--- config.mk ---
export PLATFORM = sky130hd
export DESIGN_NAME = auto_reload_timer_with_capture
export DESIGN_NICKNAME = d
export VERILOG_FILES = /design/src/timer_pkg.sv /design/src/tick_if.sv /design/src/div12_prescaler.sv /design/src/ext_edge_sync.sv /design/src/auto_reload_timer_with_capture.sv
export SDC_FILE = /design/constraint.sdc
export NUM_CORES = 1
export LEC_CHECK = 0
export BUFFER_PORTS_ARGS = -buffer_cell sky130_fd_sc_hd__buf_4
export CAP_MARGIN = 20
export CORE_MARGIN = 3
export CORE_UTILIZATION = 45
export DETAILED_ROUTE_END_ITERATION = 10
export PLACE_DENSITY = 0.62
export SYNTH_ARGS = -nofsm -noshare
export SYNTH_HDL_FRONTEND = slang
export SYNTH_SLANG_ARGS = --single-unit
--- constraint.sdc ---
create_clock -name CLK -period 3 [get_ports CLK]
set_input_delay 0.45 -clock CLK [delete_from_list [all_inputs] [get_ports CLK]]
set_output_delay 0.45 -clock CLK [all_outputs]
set_load 0.02 [all_outputs]
--- src/timer_pkg.sv ---
/*
 * Constants shared by the auto-reload timer and its clock helpers:
 * register addresses, control field positions, reset values and
 * the prescaler ratio.
 * Assumes an 8-bit special function register port with byte addresses.
 */
package timer_pkg;

    // Register addresses on the special function register port
    localparam logic [7:0] ADDR_CONTROL = 8'h91;
    localparam logic [7:0] ADDR_RELOAD_LOW = 8'h92;
    localparam logic [7:0] ADDR_RELOAD_HIGH = 8'h93;
    localparam logic [7:0] ADDR_COUNT_LOW = 8'h94;
    localparam logic [7:0] ADDR_COUNT_HIGH = 8'h95;

    // Field positions inside the control register
    localparam int BIT_HIGH_FLAG = 7;
    localparam int BIT_LOW_FLAG = 6;
    localparam int BIT_LOW_IE = 5;
    localparam int BIT_CAPTURE_EN = 4;
    localparam int BIT_SPLIT = 3;
    localparam int BIT_RUN = 2;
    localparam int BIT_EXT_SEL = 0;

    // Reset values
    localparam logic [7:0] CONTROL_RESET = 8'h00;
    localparam logic [7:0] BYTE_RESET = 8'h00;

    // Value read from an unmapped address
    localparam logic [7:0] UNMAPPED_READ = 8'h00;

    // Byte value at which a counter byte wraps
    localparam logic [7:0] BYTE_ALL_ONES = 8'hff;

    // System clock prescaler ratio for the slow count clock
    localparam int PRESCALE_DIV = 12;

endpackage

--- src/tick_if.sv ---
/*
 * Count-enable pulses passed from the clock helpers to the timer core.
 * Assumes every signal is a one-cycle pulse on the system clock.
 */
interface tick_if;
    logic div12_tick;
    logic ext_rise;
    logic ext_fall;

    // Prescaler drives the slow tick
    modport pre (output div12_tick);
    // Synchroniser drives the external clock edges
    modport sync (output ext_rise, output ext_fall);
    // Timer core consumes all of them
    modport sink (input div12_tick, input ext_rise, input ext_fall);
endinterface

--- src/div12_prescaler.sv ---
/*
 * System clock prescaler: one-cycle enable pulse every DIV clocks.
 * Assumes a single system clock and an asynchronous active-low reset.
 */
module div12_prescaler #(
    parameter int DIV = 12
) (
    // Clock and reset
    input wire logic clk,
    input wire logic rst_n,
    // Tick output
    tick_if.pre tk
);
    localparam int W = $clog2(DIV);

    // A ratio below two would leave no room for a counter
    if (DIV < 2) begin : g_bad_div
        $error("Prescaler ratio must be at least two");
    end

    logic [W-1:0] cnt_q;
    logic [W-1:0] cnt_d;
    logic tick_q;
    logic tick_d;

    // Next count; the tick is registered so it is glitch free
    always_comb begin
        if (cnt_q == W'(DIV - 1)) begin
            cnt_d = '0;
            tick_d = 1'b1;
        end else begin
            cnt_d = cnt_q + W'(1);
            tick_d = 1'b0;
        end
    end

    always_ff @(posedge clk or negedge rst_n) begin
        if (!rst_n) begin
            cnt_q <= '0;
            tick_q <= 1'b0;
        end else begin
            cnt_q <= cnt_d;
            tick_q <= tick_d;
        end
    end

    assign tk.div12_tick = tick_q;
endmodule

--- src/ext_edge_sync.sv ---
/*
 * Brings the external oscillator divided by 8 into the system clock
 * domain and marks its rising and falling edges with one-cycle pulses.
 * Assumes the external clock is slower than half the system clock.
 */
module ext_edge_sync (
    // Clock and reset
    input wire logic clk,
    input wire logic rst_n,
    // Asynchronous divided oscillator
    input wire logic ext_clk,
    // Edge pulses
    tick_if.sync tk
);
    logic meta_q;
    logic meta_d;
    logic sync_q;
    logic sync_d;
    logic last_q;
    logic last_d;

    // Two-flop synchroniser, then a history flop for edge detection
    always_comb begin
        meta_d = ext_clk;
        sync_d = meta_q;
        last_d = sync_q;
    end

    always_ff @(posedge clk or negedge rst_n) begin
        if (!rst_n) begin
            meta_q <= 1'b0;
            sync_q <= 1'b0;
            last_q <= 1'b0;
        end else begin
            meta_q <= meta_d;
            sync_q <= sync_d;
            last_q <= last_d;
        end
    end

    // Only the settled stages are compared, never the first flop
    assign tk.ext_rise = sync_q & ~last_q;
    assign tk.ext_fall = ~sync_q & last_q;
endmodule

--- src/auto_reload_timer_with_capture.sv ---
/*
 * Timer core: 16-bit auto-reload timer, split into two 8-bit timers
 * on request, with external oscillator capture and overflow flags.
 * Assumes the clock control bits and the interrupt enable come from
 * logic on the same clock, and the divided oscillator is asynchronous.
 */
module auto_reload_timer_with_capture
    import timer_pkg::*;
(
    // Clock and reset
    input wire logic CLK,
    input wire logic RST_N,
    // Special function register port
    input wire logic [7:0] SFR_ADDR,
    input wire logic SFR_WR,
    input wire logic [7:0] SFR_WDATA,
    output logic [7:0] SFR_RDATA,
    // Clock select bits held in the clock control register
    input wire logic HIGH_BYTE_CLK_SEL,
    input wire logic LOW_BYTE_CLK_SEL,
    // Timer interrupt enable from the interrupt controller
    input wire logic TIMER_INT_EN,
    // External oscillator divided by 8
    input wire logic EXT_CLK_DIV8,
    // Interrupt request
    output logic TIMER_IRQ
);
    tick_if ticks ();

    // Slow tick at one twelfth of the system clock
    div12_prescaler #(
        .DIV(PRESCALE_DIV)
    ) u_prescaler (
        .clk(CLK),
        .rst_n(RST_N),
        .tk(ticks.pre)
    );

    // Resynchronised external clock edges
    ext_edge_sync u_ext_sync (
        .clk(CLK),
        .rst_n(RST_N),
        .ext_clk(EXT_CLK_DIV8),
        .tk(ticks.sync)
    );

    // Control fields
    logic high_flag_q;
    logic high_flag_d;
    logic low_flag_q;
    logic low_flag_d;
    logic low_ie_q;
    logic low_ie_d;
    logic cap_en_q;
    logic cap_en_d;
    logic split_q;
    logic split_d;
    logic run_q;
    logic run_d;
    logic ext_sel_q;
    logic ext_sel_d;

    // Counter and reload bytes
    logic [7:0] cnt_low_q;
    logic [7:0] cnt_low_d;
    logic [7:0] cnt_high_q;
    logic [7:0] cnt_high_d;
    logic [7:0] rl_low_q;
    logic [7:0] rl_low_d;
    logic [7:0] rl_high_q;
    logic [7:0] rl_high_d;

    // Read data and interrupt
    logic [7:0] rdata_q;
    logic [7:0] rdata_d;
    logic irq_q;
    logic irq_d;

    // Write decode
    logic wr_ctrl;
    logic wr_rl_low;
    logic wr_rl_high;
    logic wr_cnt_low;
    logic wr_cnt_high;

    // Count enables and events
    logic tick_low;
    logic tick_high;
    logic inc_low;
    logic inc_high;
    logic wrap_low;
    logic wrap_high;
    logic capture;

    // Address decode of write strobes
    always_comb begin
        wr_ctrl = 1'b0;
        wr_rl_low = 1'b0;
        wr_rl_high = 1'b0;
        wr_cnt_low = 1'b0;
        wr_cnt_high = 1'b0;
        if (!SFR_WR) begin
            wr_ctrl = 1'b0;
        end else if (SFR_ADDR == ADDR_CONTROL) begin
            wr_ctrl = 1'b1;
        end else if (SFR_ADDR == ADDR_RELOAD_LOW) begin
            wr_rl_low = 1'b1;
        end else if (SFR_ADDR == ADDR_RELOAD_HIGH) begin
            wr_rl_high = 1'b1;
        end else if (SFR_ADDR == ADDR_COUNT_LOW) begin
            wr_cnt_low = 1'b1;
        end else if (SFR_ADDR == ADDR_COUNT_HIGH) begin
            wr_cnt_high = 1'b1;
        end
    end

    // Per-byte count clock; the low select also serves 16-bit mode, capture takes the external fall directly
    always_comb begin
        tick_low = LOW_BYTE_CLK_SEL ? 1'b1 : (ext_sel_q ? ticks.ext_rise : ticks.div12_tick);
        tick_high = HIGH_BYTE_CLK_SEL ? 1'b1 : (ext_sel_q ? ticks.ext_rise : ticks.div12_tick);
    end

    // Counter, reload and flag next state
    always_comb begin
        cnt_low_d = cnt_low_q;
        cnt_high_d = cnt_high_q;
        rl_low_d = rl_low_q;
        rl_high_d = rl_high_q;
        // Low byte free-runs in split mode, run bit gates it otherwise
        inc_low = split_q ? tick_low : (run_q && tick_low);
        // High byte: own clock in split mode, carry of the low byte otherwise
        inc_high = split_q ? (run_q && tick_high) : (inc_low && cnt_low_q == BYTE_ALL_ONES);
        wrap_low = inc_low && (cnt_low_q == BYTE_ALL_ONES);
        wrap_high = inc_high && (cnt_high_q == BYTE_ALL_ONES);
        if (inc_low) begin
            cnt_low_d = cnt_low_q + 8'h01;
        end
        if (inc_high) begin
            cnt_high_d = cnt_high_q + 8'h01;
        end
        if (split_q) begin
            // Each byte reloads from its own reload byte
            if (wrap_low) begin
                cnt_low_d = rl_low_q;
            end
            if (wrap_high) begin
                cnt_high_d = rl_high_q;
            end
        end else if (wrap_high) begin
            // Full 16-bit wrap reloads both bytes
            cnt_low_d = rl_low_q;
            cnt_high_d = rl_high_q;
        end
        // Capture snapshots the counter as it stood this cycle
        capture = cap_en_q && ticks.ext_fall;
        if (capture) begin
            rl_low_d = cnt_low_q;
            rl_high_d = cnt_high_q;
        end
        // A software write takes the byte over from the hardware
        if (wr_rl_low) begin
            rl_low_d = SFR_WDATA;
        end
        if (wr_rl_high) begin
            rl_high_d = SFR_WDATA;
        end
        if (wr_cnt_low) begin
            cnt_low_d = SFR_WDATA;
        end
        if (wr_cnt_high) begin
            cnt_high_d = SFR_WDATA;
        end
    end

    // Control register; hardware set beats a software clear in the same cycle
    always_comb begin
        low_ie_d = low_ie_q;
        cap_en_d = cap_en_q;
        split_d = split_q;
        run_d = run_q;
        ext_sel_d = ext_sel_q;
        high_flag_d = high_flag_q;
        low_flag_d = low_flag_q;
        if (wr_ctrl) begin
            high_flag_d = SFR_WDATA[BIT_HIGH_FLAG];
            low_flag_d = SFR_WDATA[BIT_LOW_FLAG];
            low_ie_d = SFR_WDATA[BIT_LOW_IE];
            cap_en_d = SFR_WDATA[BIT_CAPTURE_EN];
            split_d = SFR_WDATA[BIT_SPLIT];
            run_d = SFR_WDATA[BIT_RUN];
            ext_sel_d = SFR_WDATA[BIT_EXT_SEL];
        end
        // Flags set by hardware here; a control write can also set them
        if (wrap_high || capture) begin
            high_flag_d = 1'b1;
        end
        if (wrap_low) begin
            low_flag_d = 1'b1;
        end
    end

    // Read mux and interrupt level; unused bit 1 reads zero
    always_comb begin
        if (SFR_ADDR == ADDR_CONTROL) begin
            rdata_d = {high_flag_q, low_flag_q, low_ie_q, cap_en_q, split_q, run_q, 1'b0, ext_sel_q};
        end else if (SFR_ADDR == ADDR_RELOAD_LOW) begin
            rdata_d = rl_low_q;
        end else if (SFR_ADDR == ADDR_RELOAD_HIGH) begin
            rdata_d = rl_high_q;
        end else if (SFR_ADDR == ADDR_COUNT_LOW) begin
            rdata_d = cnt_low_q;
        end else if (SFR_ADDR == ADDR_COUNT_HIGH) begin
            rdata_d = cnt_high_q;
        end else begin
            rdata_d = UNMAPPED_READ;
        end
        // Level request: held while a flag that may interrupt is set
        irq_d = TIMER_INT_EN && (high_flag_q || (low_ie_q && low_flag_q));
    end

    always_ff @(posedge CLK or negedge RST_N) begin
        if (!RST_N) begin
            high_flag_q <= CONTROL_RESET[BIT_HIGH_FLAG];
            low_flag_q <= CONTROL_RESET[BIT_LOW_FLAG];
            low_ie_q <= CONTROL_RESET[BIT_LOW_IE];
            cap_en_q <= CONTROL_RESET[BIT_CAPTURE_EN];
            split_q <= CONTROL_RESET[BIT_SPLIT];
            run_q <= CONTROL_RESET[BIT_RUN];
            ext_sel_q <= CONTROL_RESET[BIT_EXT_SEL];
            cnt_low_q <= BYTE_RESET;
            cnt_high_q <= BYTE_RESET;
            rl_low_q <= BYTE_RESET;
            rl_high_q <= BYTE_RESET;
            rdata_q <= UNMAPPED_READ;
            irq_q <= 1'b0;
        end else begin
            high_flag_q <= high_flag_d;
            low_flag_q <= low_flag_d;
            low_ie_q <= low_ie_d;
            cap_en_q <= cap_en_d;
            split_q <= split_d;
            run_q <= run_d;
            ext_sel_q <= ext_sel_d;
            cnt_low_q <= cnt_low_d;
            cnt_high_q <= cnt_high_d;
            rl_low_q <= rl_low_d;
            rl_high_q <= rl_high_d;
            rdata_q <= rdata_d;
            irq_q <= irq_d;
        end
    end

    assign SFR_RDATA = rdata_q;
    assign TIMER_IRQ = irq_q;
endmodule

# After elaboration in Yosys (flattened, before gate mapping)
# Cells that the tools add are included.
# classes
reduce_logical	14
n_eq_ne	8
shift	0
n_div	0
bitwise	4
n_mul	0
magnitude_cmp	0
n_addsub	3
muxes	48
# op_table
operator	count
two-way mux 8 bit	17
equality test 8 bit (second input constant)	7
two-way mux 1 bit	30
adder 8 x 1 -> 8 bit (second input constant)	2
nonzero test 2 bit	4
logical AND 1 bit	7
adder 4 x 1 -> 4 bit (second input constant)	1
equality test 4 bit (second input constant)	1
two-way mux 4 bit	1
nonzero test 3 bit	1
AND 1 bit	2
logical OR 1 bit	2
NOT 1 bit	2
# word_totals
mem_count	0
out_inout_bits	9
inputBits	23
ram_bits	0
reg_bits	56
latchBits	0
romBits	0

# Longest topological paths before layout
# Gate-level depths: netlist of run 1.
# depth
depth_word	12
depth_mapped	9
depth_no_buf	6

# Cells and area by module
# A second synthesis of run 1 with hierarchy kept.
# unflattened
cells_unflattened	312
area_unflattened_um2	3119.2
# by_module_without_submodules
mod	seq_area_each_um2	n_inst	area_each_um2	cells_per_inst
auto_reload_timer_with_capture	1201.2	1	2830.2	292
div12_prescaler	125.1	1	198.9	15
ext_edge_sync	75.1	1	90.1	5

# Least setup slack after synthesis of run 1
# OpenSTA, ideal clock, no wires.
# synth_path
kind	flip-flop to flip-flop
from	register cnt_high_q[1]
to	register cnt_low_q[2]
arrival_time_ns	1.652
path_buffers	1
required_ns	2.867
slack_ns	1.215
setup_time_ns	0.133
path_stages_with_launch	7
cell_sequence	dfrtp_1 > ha_1 > clkbuf_1 > and4_4 > o2111a_4 > a2111oi_2 > a21oi_1
# synth_via
elab_chain_len	5
# synth_lines
element	line_no	rtl
from (decl)	auto_reload_timer_with_capture.sv:66	logic [7:0] cnt_high_q;
from (signal assigned)	auto_reload_timer_with_capture.sv:245	cnt_high_q <= cnt_high_d;
equality test 8 bit	auto_reload_timer_with_capture.sv:134	wrap_high = inc_high && (cnt_high_q == BYTE_ALL_ONES);
logical AND 1 bit	auto_reload_timer_with_capture.sv:134	
two-way mux 8 bit	auto_reload_timer_with_capture.sv:149	end else if (wrap_high) begin
two-way mux 8 bit	auto_reload_timer_with_capture.sv:141	if (split_q) begin
two-way mux 8 bit	auto_reload_timer_with_capture.sv:167	if (wr_cnt_low) begin
net cnt_low_d[2]	auto_reload_timer_with_capture.sv:65	logic [7:0] cnt_low_d;
to (signal assigned)	auto_reload_timer_with_capture.sv:244	cnt_low_q <= cnt_low_d;
to (decl)	auto_reload_timer_with_capture.sv:64	logic [7:0] cnt_low_q;
# The timed path passes the listed nets, and every way through them passes these cells.
# A chain may end at the register's enable or synchronous reset.

# Worst setup path after layout of run 1
# layout_path
from	register cnt_low_q[0]
to	register cnt_high_q[7]
# layout_via
elab_chain_len	6
word_cells_on_any_way	7
classes_between	eq/ne (1); mux (3); reduce/logical (3)
# layout_lines
element	line_no	rtl
equality test 8 bit (*)	auto_reload_timer_with_capture.sv:132	inc_high = split_q ? (run_q && tick_high) : (inc_low && cnt_low_q == BYTE_ALL_ONES);
logical AND 1 bit (*)	auto_reload_timer_with_capture.sv:132	
two-way mux 1 bit (*)	auto_reload_timer_with_capture.sv:132	
logical AND 1 bit	auto_reload_timer_with_capture.sv:134	
two-way mux 8 bit	auto_reload_timer_with_capture.sv:146, auto_reload_timer_with_capture.sv:149	
two-way mux 8 bit	auto_reload_timer_with_capture.sv:170	if (wr_cnt_high) begin
# Mark *: on every way between the ends. The rest lies on a longest branch, timed or not.

==> results of run 1 <==
[state kept, by name (all words and copies together) (netlist names)]
signal,count
SFR_RDATA,8
TIMER_IRQ,1
cap_en_q,1
cnt_high_q,8
cnt_low_q,8
ext_sel_q,1
high_flag_q,1
low_flag_q,1
low_ie_q,1
rl_high_q,8
rl_low_q,8
run_q,1
split_q,1
u_ext_sync.last_d,1
u_ext_sync.last_q,1
u_ext_sync.meta_q,1
u_prescaler.cnt_q,4
u_prescaler.tk.div12_tick,1
[metal layers]
layer	vias up	GRT usage, %
li1	1186	-
met1	1221	32.0
met2	91	30.9
met3	15	3.69
met4	0	6.09
met5	-	0
[cell usage after synthesis, types with 2 or more instances]
master,number,area [um2]
nand2_1,34,128
dfrtp_1,56,1400
nand3_1,18,90.1
nand3b_1,2,15.0
ha_1,3,37.5
o31a_1,2,17.5
a222oi_1,4,40.0
inv_1,4,15.0
nand4_1,2,12.5
o21ai_0,4,20.0
a2111oi_2,2,30.0
buf_4,4,30.0
nand2b_1,2,12.5
nor2_1,27,101
and4_1,2,17.5
o21a_1,2,15.0
mux2_2,6,67.6
a21oi_1,24,120
buf_2,7,35.0
nor3b_1,3,22.5
nor4bb_1,2,20.0
and2_1,3,18.8
buf_6,2,22.5
a211oi_1,2,15.0
a22oi_1,11,82.6
nor3_1,2,10.0
o311ai_1,2,17.5
o21ai_1,5,25.0
clkbuf_1,4,15.0
nor2b_1,2,12.5
mux2i_1,22,220
nor4_1,2,12.5
xnor2_1,4,35.0
o31ai_1,5,37.5
[stage by stage]
step	total power [mW]	hold slack [ns]	worst slack, ns
detailed placement	1.25	0.346	0.770
floorplan	1.13	0.154	1.22
finish	1.84	0.174	0.910
CTS	1.85	0.210	0.938
global route	1.94	0.215	0.686
global placement	1.24	0.334	0.766
[cells by family after synthesis]
family,Yosys count,synth area share [%]
AND/OR/NAND/NOR,111,19.4
adder cells (fa/ha/maj),3,1.20
AO/OA/AOI/OAI,81,20.2
buffers and inverters,22,3.90
multiplexers,29,9.52
flip-flops,56,44.6
XOR/XNOR,4,1.12
[where the power goes]
part	leakage (nW)	switching [mW]	internal, mW
Clock	0.0687	0.266	0.336
Combinational	0.859	0.116	0.132
Sequential	0.698	0.137	0.856
Total	1.63	0.519	1.32
[worst max-delay path by stage]
| stage | to | slack (ns) | cells past startpoint |
|---|---|---|---|
| finish | cnt_high_q[7]$_DFFE_PN0P_ | 0.91 | 6 |
| global route | cnt_high_q[7]$_DFFE_PN0P_ | 0.69 | 6 |
| CTS | cnt_high_q[7]$_DFFE_PN0P_ | 0.94 | 6 |
| detailed placement | cnt_high_q[3]$_DFFE_PN0P_ | 0.77 | 6 |
| global placement | cnt_high_q[3]$_DFFE_PN0P_ | 0.77 | 6 |
| floorplan | cnt_low_q[2]$_DFF_PN0_ | 1.22 | 6 |
[worst reg2reg max path: stages (launching register included)]
cell and delay, ns:
dfrtp_1 0.48, ha_1 0.26, and3_1 0.31, o311a_1 0.28, o21a_2 0.27, a41oi_1 0.15, o31ai_1 0.25
[layout make-up]
| cell class | instances | share of cell area [%] |
|---|---|---|
| clock inverter | 3 | 1.94 |
| multi-input combinational | 228 | 45.6 |
| tap | 93 | 3.29 |
| inverter | 4 | 0.424 |
| clock buffer | 5 | 1.94 |
| sequential | 56 | 39.6 |
| timing repair buffer | 34 | 7.21 |
==> results_dict.tcl, run 1 <==
set metrics [dict create \
    status "finished clean" \
    slew_viol_final 0 \
    via_per_inst 5.94 \
    mostFrequentLayoutCells "dfrtp_1 (56), nand2_1 (34), buf_4 (34)" \
    slowest_stage "dfrtp_1" \
    overflow 0 \
    fin_crit_ns 2.09 \
    initial_utilization_pct 47.8 \
    placed_cell_area_um2 3400 \
    antenna_found_initial 0 \
    dieWidth_um 89.5 \
    worst-path-buf-inv 0 \
    design_area_um2 3540 \
    postCtsHoldBufs 0 \
    drv_cap 0 \
    grt_pass1_wl_um 12900 \
    crit_family "compound AO/OA/AOI/OAI gates" \
    routed-via-count 2513 \
    hp-class "input port to asynchronous set/reset pin" \
    numCtsBuffers 5 \
    cp-start-kind "flop" \
    dp.cells 415 \
    syn_area_um2 3140 \
    drtIter0Drc 254 \
    yosysSeqAreaShare_pct 44.6 \
    met3WireLength_um 416 \
    dieArea_um2 8020 \
    path_clk_slew_ns 0.11 \
    hold_viol 0 \
    fmax_mhz 479 \
    reg2regPathDepth 6 \
    grt_usage_pct 21.1 \
    grt_pass1_vias 2367 \
    m1WireLength_um 3740 \
    leakage_nw 1.63 \
    final_util_pct 53.9 \
    clkLatencyLatePin_ns 0.32 \
    core_area_um2 6570 \
    totalWireLength_um 7800 \
    async_flop_share_pct 100 \
    nFillCells 607 \
    crit_fanout 7 \
    num_rows 29 \
    synth-edff-count 0 \
    cts_resized 0 \
    hpwl_um 5580 \
    numClockSinks 56 \
    clockBufferDepth 2 \
    wire_per_inst_um 18.4 \
    worstSetupPathType "flop to flop" \
    routed.top_layer "met4" \
    ys_ff_latch 56 \
    r2r_start "cnt_low_q[0]$_DFF_PN0_" \
    antenna_left 0 \
    io_pins 32 \
    drc 0 \
    final_common_cell "dfrtp_1" \
    synth_nets 332 \
    fin_setup_tns_ns 0 \
    cts_setup_buffers 0 \
    synthCells 306 \
    place_congestion 0.840 \
    skew_ns 0.0130 \
    drive_gt1_share_pct 18.8 \
    cp.required_ns 3.22 \
    reg2reg_to "cnt_high_q[7]$_DFFE_PN0P_" \
    rrSetupSlack_ns 0.91 \
    rsz0062_at_grt "no" \
    cp-startpoint "cnt_low_q[0]$_DFF_PN0_" \
    setup_violations 0 \
    wl_met2_um 3510 \
    post-route-period-util_pct 69.7 \
    cp-end-kind "flop" \
    final_nets 355 \
    maxSlewHeadroom_pct 53.5 \
    multi_input_comb_area_um2 1620 \
    io_buffers 31 \
    firstDrtPassIters 6 \
    yosysUniqueCellTypes 64 \
    fin_cells 423 \
    power.density_nw_per_um2 520 \
    yosys_warnings 0 \
    tightest_slew_ns 0.698 \
    cts_tree "done" \
    die_h_um 89.5 \
    antenna_cells 0 \
    syn_avg_cell_area_um2 10.3 \
    crit_arrival_ns 2.31 \
    synth_flop_cell "dfrtp_1" \
    grt_max_degree 57 \
    ctsHtreeMaxLevel 2 \
    crit_path_max_incr_delay_ns 0.48 \
    vdd_ir_drop_max_mv 0.255 \
    cts_root_buf "clkbuf_8" \
    seqCellArea_um2 1400 \
    area_delta_synth_final_pct 12.8 \
    cp_cell_sequence "ha_1, and3_1, o311a_1, o21a_2, a41oi_1, o31ai_1" \
]
Note: power is estimated with default switching activity, not from simulation.
==> inputs of run 2 (changes only) <==
- PLACE_DENSITY: 0.62 -> 0.64
- clock period: 3 -> 1.9 ns (I/O delays scaled with it)
==> results_dict.tcl, run 2 (synthesized netlist as in run 1, its figures left out) <==
set metrics [dict create \
    tightest_slew_ns 0.702 \
    skew_ns 0.00986 \
    design_area_um2 3730 \
    p_int_mw 2.04 \
    fmax_mhz 541 \
    rsz0062_at_grt "yes" \
    path_clk_slew_ns 0.11 \
    drtIter0Drc 264 \
    grt_max_degree 57 \
    place_congestion 0.876 \
    cp-start-kind "flop" \
    postCtsHoldBufs 0 \
    wire_per_inst_um 18.6 \
    maxSlewHeadroom_pct 53.2 \
    p_clk_share_pct 29.2 \
    worstSetupPathType "flop to flop" \
    switching_share_pct 28.8 \
    drv_cap 0 \
    status "finished clean" \
    firstDrtPassIters 6 \
    hpwl_um 5940 \
    crit_arrival_ns 2.04 \
    fin_crit_ns 1.85 \
    initial_utilization_pct 47.8 \
    cp_cell_sequence "and3b_2, o311a_1, o21a_2, a311oi_2, a21oi_1" \
    fin_setup_tns_ns 0 \
    grt_pass1_wl_um 13100 \
    numCtsBuffers 5 \
    ctsHtreeMaxLevel 2 \
    setup_violations 0 \
    cts_setup_buffers 0 \
    overflow 0 \
    hp-class "input port to asynchronous set/reset pin" \
    crit_fanout 7 \
    cts_root_buf "clkbuf_8" \
    area_delta_synth_final_pct 18.9 \
    post-route-period-util_pct 97.3 \
    drc 0 \
    final_nets 378 \
    drive_gt1_share_pct 24.9 \
    whs_ns 0.0256 \
    slew_viol_final 0 \
    slowest_stage "dfrtp_1" \
    die_h_um 89.5 \
    num_rows 29 \
    core_area_um2 6570 \
    crit_cells 5 \
    antenna_found_initial 0 \
    grt_pass1_vias 2376 \
    final_common_cell "dfrtp_1" \
    clkLatencyLatePin_ns 0.31 \
    io_buffers 31 \
    clockBufferDepth 2 \
    dieWidth_um 89.5 \
    comb_power_share_pct 17.7 \
    leakage_nw 1.75 \
    nFillCells 584 \
    worst-path-buf-inv 0 \
    grt_usage_pct 21.8 \
    io_pins 32 \
    cts_resized 0 \
    mostFrequentLayoutCells "dfrtp_1 (56), buf_4 (55), nand2_1 (34)" \
    routed-via-count 2626 \
    reg2regPathDepth 5 \
    p_sw_uw 824 \
    dp.cells 438 \
    cts_tree "done" \
    via_per_inst 5.89 \
    worst_slack_ns 0.0516 \
    hold_viol 0 \
    power.density_nw_per_um2 767 \
    antenna_cells 0 \
    antenna_left 0 \
    vdd_ir_drop_max_mv 0.381 \
    place_ws_ns 0.0736 \
    cp-end-kind "flop" \
    crit_path_max_incr_delay_ns 0.43 \
    cp.required_ns 2.09 \
    placed_cell_area_um2 3600 \
    crit_family "compound AO/OA/AOI/OAI gates" \
    p_seq_share_pct 53.1 \
    totalWireLength_um 8300 \
    numClockSinks 56 \
    fin_cells 446 \
    dieArea_um2 8020 \
]
==> run 2: cell count changes in the layout (fill, tap and decap cells not counted), sizes merged <==
cell,change
clkinv,+1
buf,+23
clkbuf,+1
bufinv,-1
inv,-1
==> run 2: through the flow <==
step	power [mW]	utilization [%]
after detailed placement	2.04	54.8
final	2.86	56.8
after floorplan	1.78	-
after CTS	2.86	56.7
after global routing	3.01	56.8
after global placement	2.02	54.8
==> run 2: path summary, 6_finish.rpt <==
path / endpoint / start / slack, ns
setup / recovery: cnt_high_q[6]$_DFFE_PN0P_ / ext_sel_q$_DFFE_PN0P_ / 0.05
hold / removal: rl_low_q[2]$_DFFE_PN0P_ / RST_N / 0.03
setup reg to reg: cnt_high_q[6]$_DFFE_PN0P_ / ext_sel_q$_DFFE_PN0P_ / 0.05
hold reg to reg: u_ext_sync.last_d$_DFF_PN0_ / u_ext_sync.meta_q$_DFF_PN0_ / 0.38
max in group asynchronous: rl_high_q[6]$_DFFE_PN0P_ / RST_N / 1.42
min in group CLK: u_ext_sync.meta_q$_DFF_PN0_ / EXT_CLK_DIV8 / 0.08
==> run 2: cell type report <==
class	instances	area [um2]	share of cell area (%)
clock buffers	6	82.6	2.21
clock inverters	2	38.8	1.04
inverters	4	15.0	0.402
multi-input cells	228	1630	43.6
flip-flops and latches	56	1400	37.5
well taps	93	116	3.12
repair buffers	57	453	12.1
==> run 2: routing by layer <==
| metal | GRT usage [%] | wire (um) |
|---|---|---|
| met1 | 33.6 | 3970 |
| met2 | 32.8 | 3890 |
| met3 | 2.76 | 385 |
| met4 | 3.79 | 57 |
| met5 | 0 | 0 |
==> run 2: power by group through the flow <==
stage | clock network (mW) | logic, mW | registers (mW)
after CTS | 0.850 | 0.504 | 1.51
after floorplan | 0 | 0.282 | 1.50
after detailed placement | 0 | 0.502 | 1.53
after global routing | 0.907 | 0.569 | 1.54
final | 0.837 | 0.507 | 1.52
after global placement | 0 | 0.492 | 1.53
==> run 2: worst reg2reg max path: stages (launching register included) <==
cell and delay (ns):
dfrtp_1 0.43, and3b_2 0.27, o311a_1 0.39, o21a_2 0.30, a311oi_2 0.28, a21oi_1 0.08
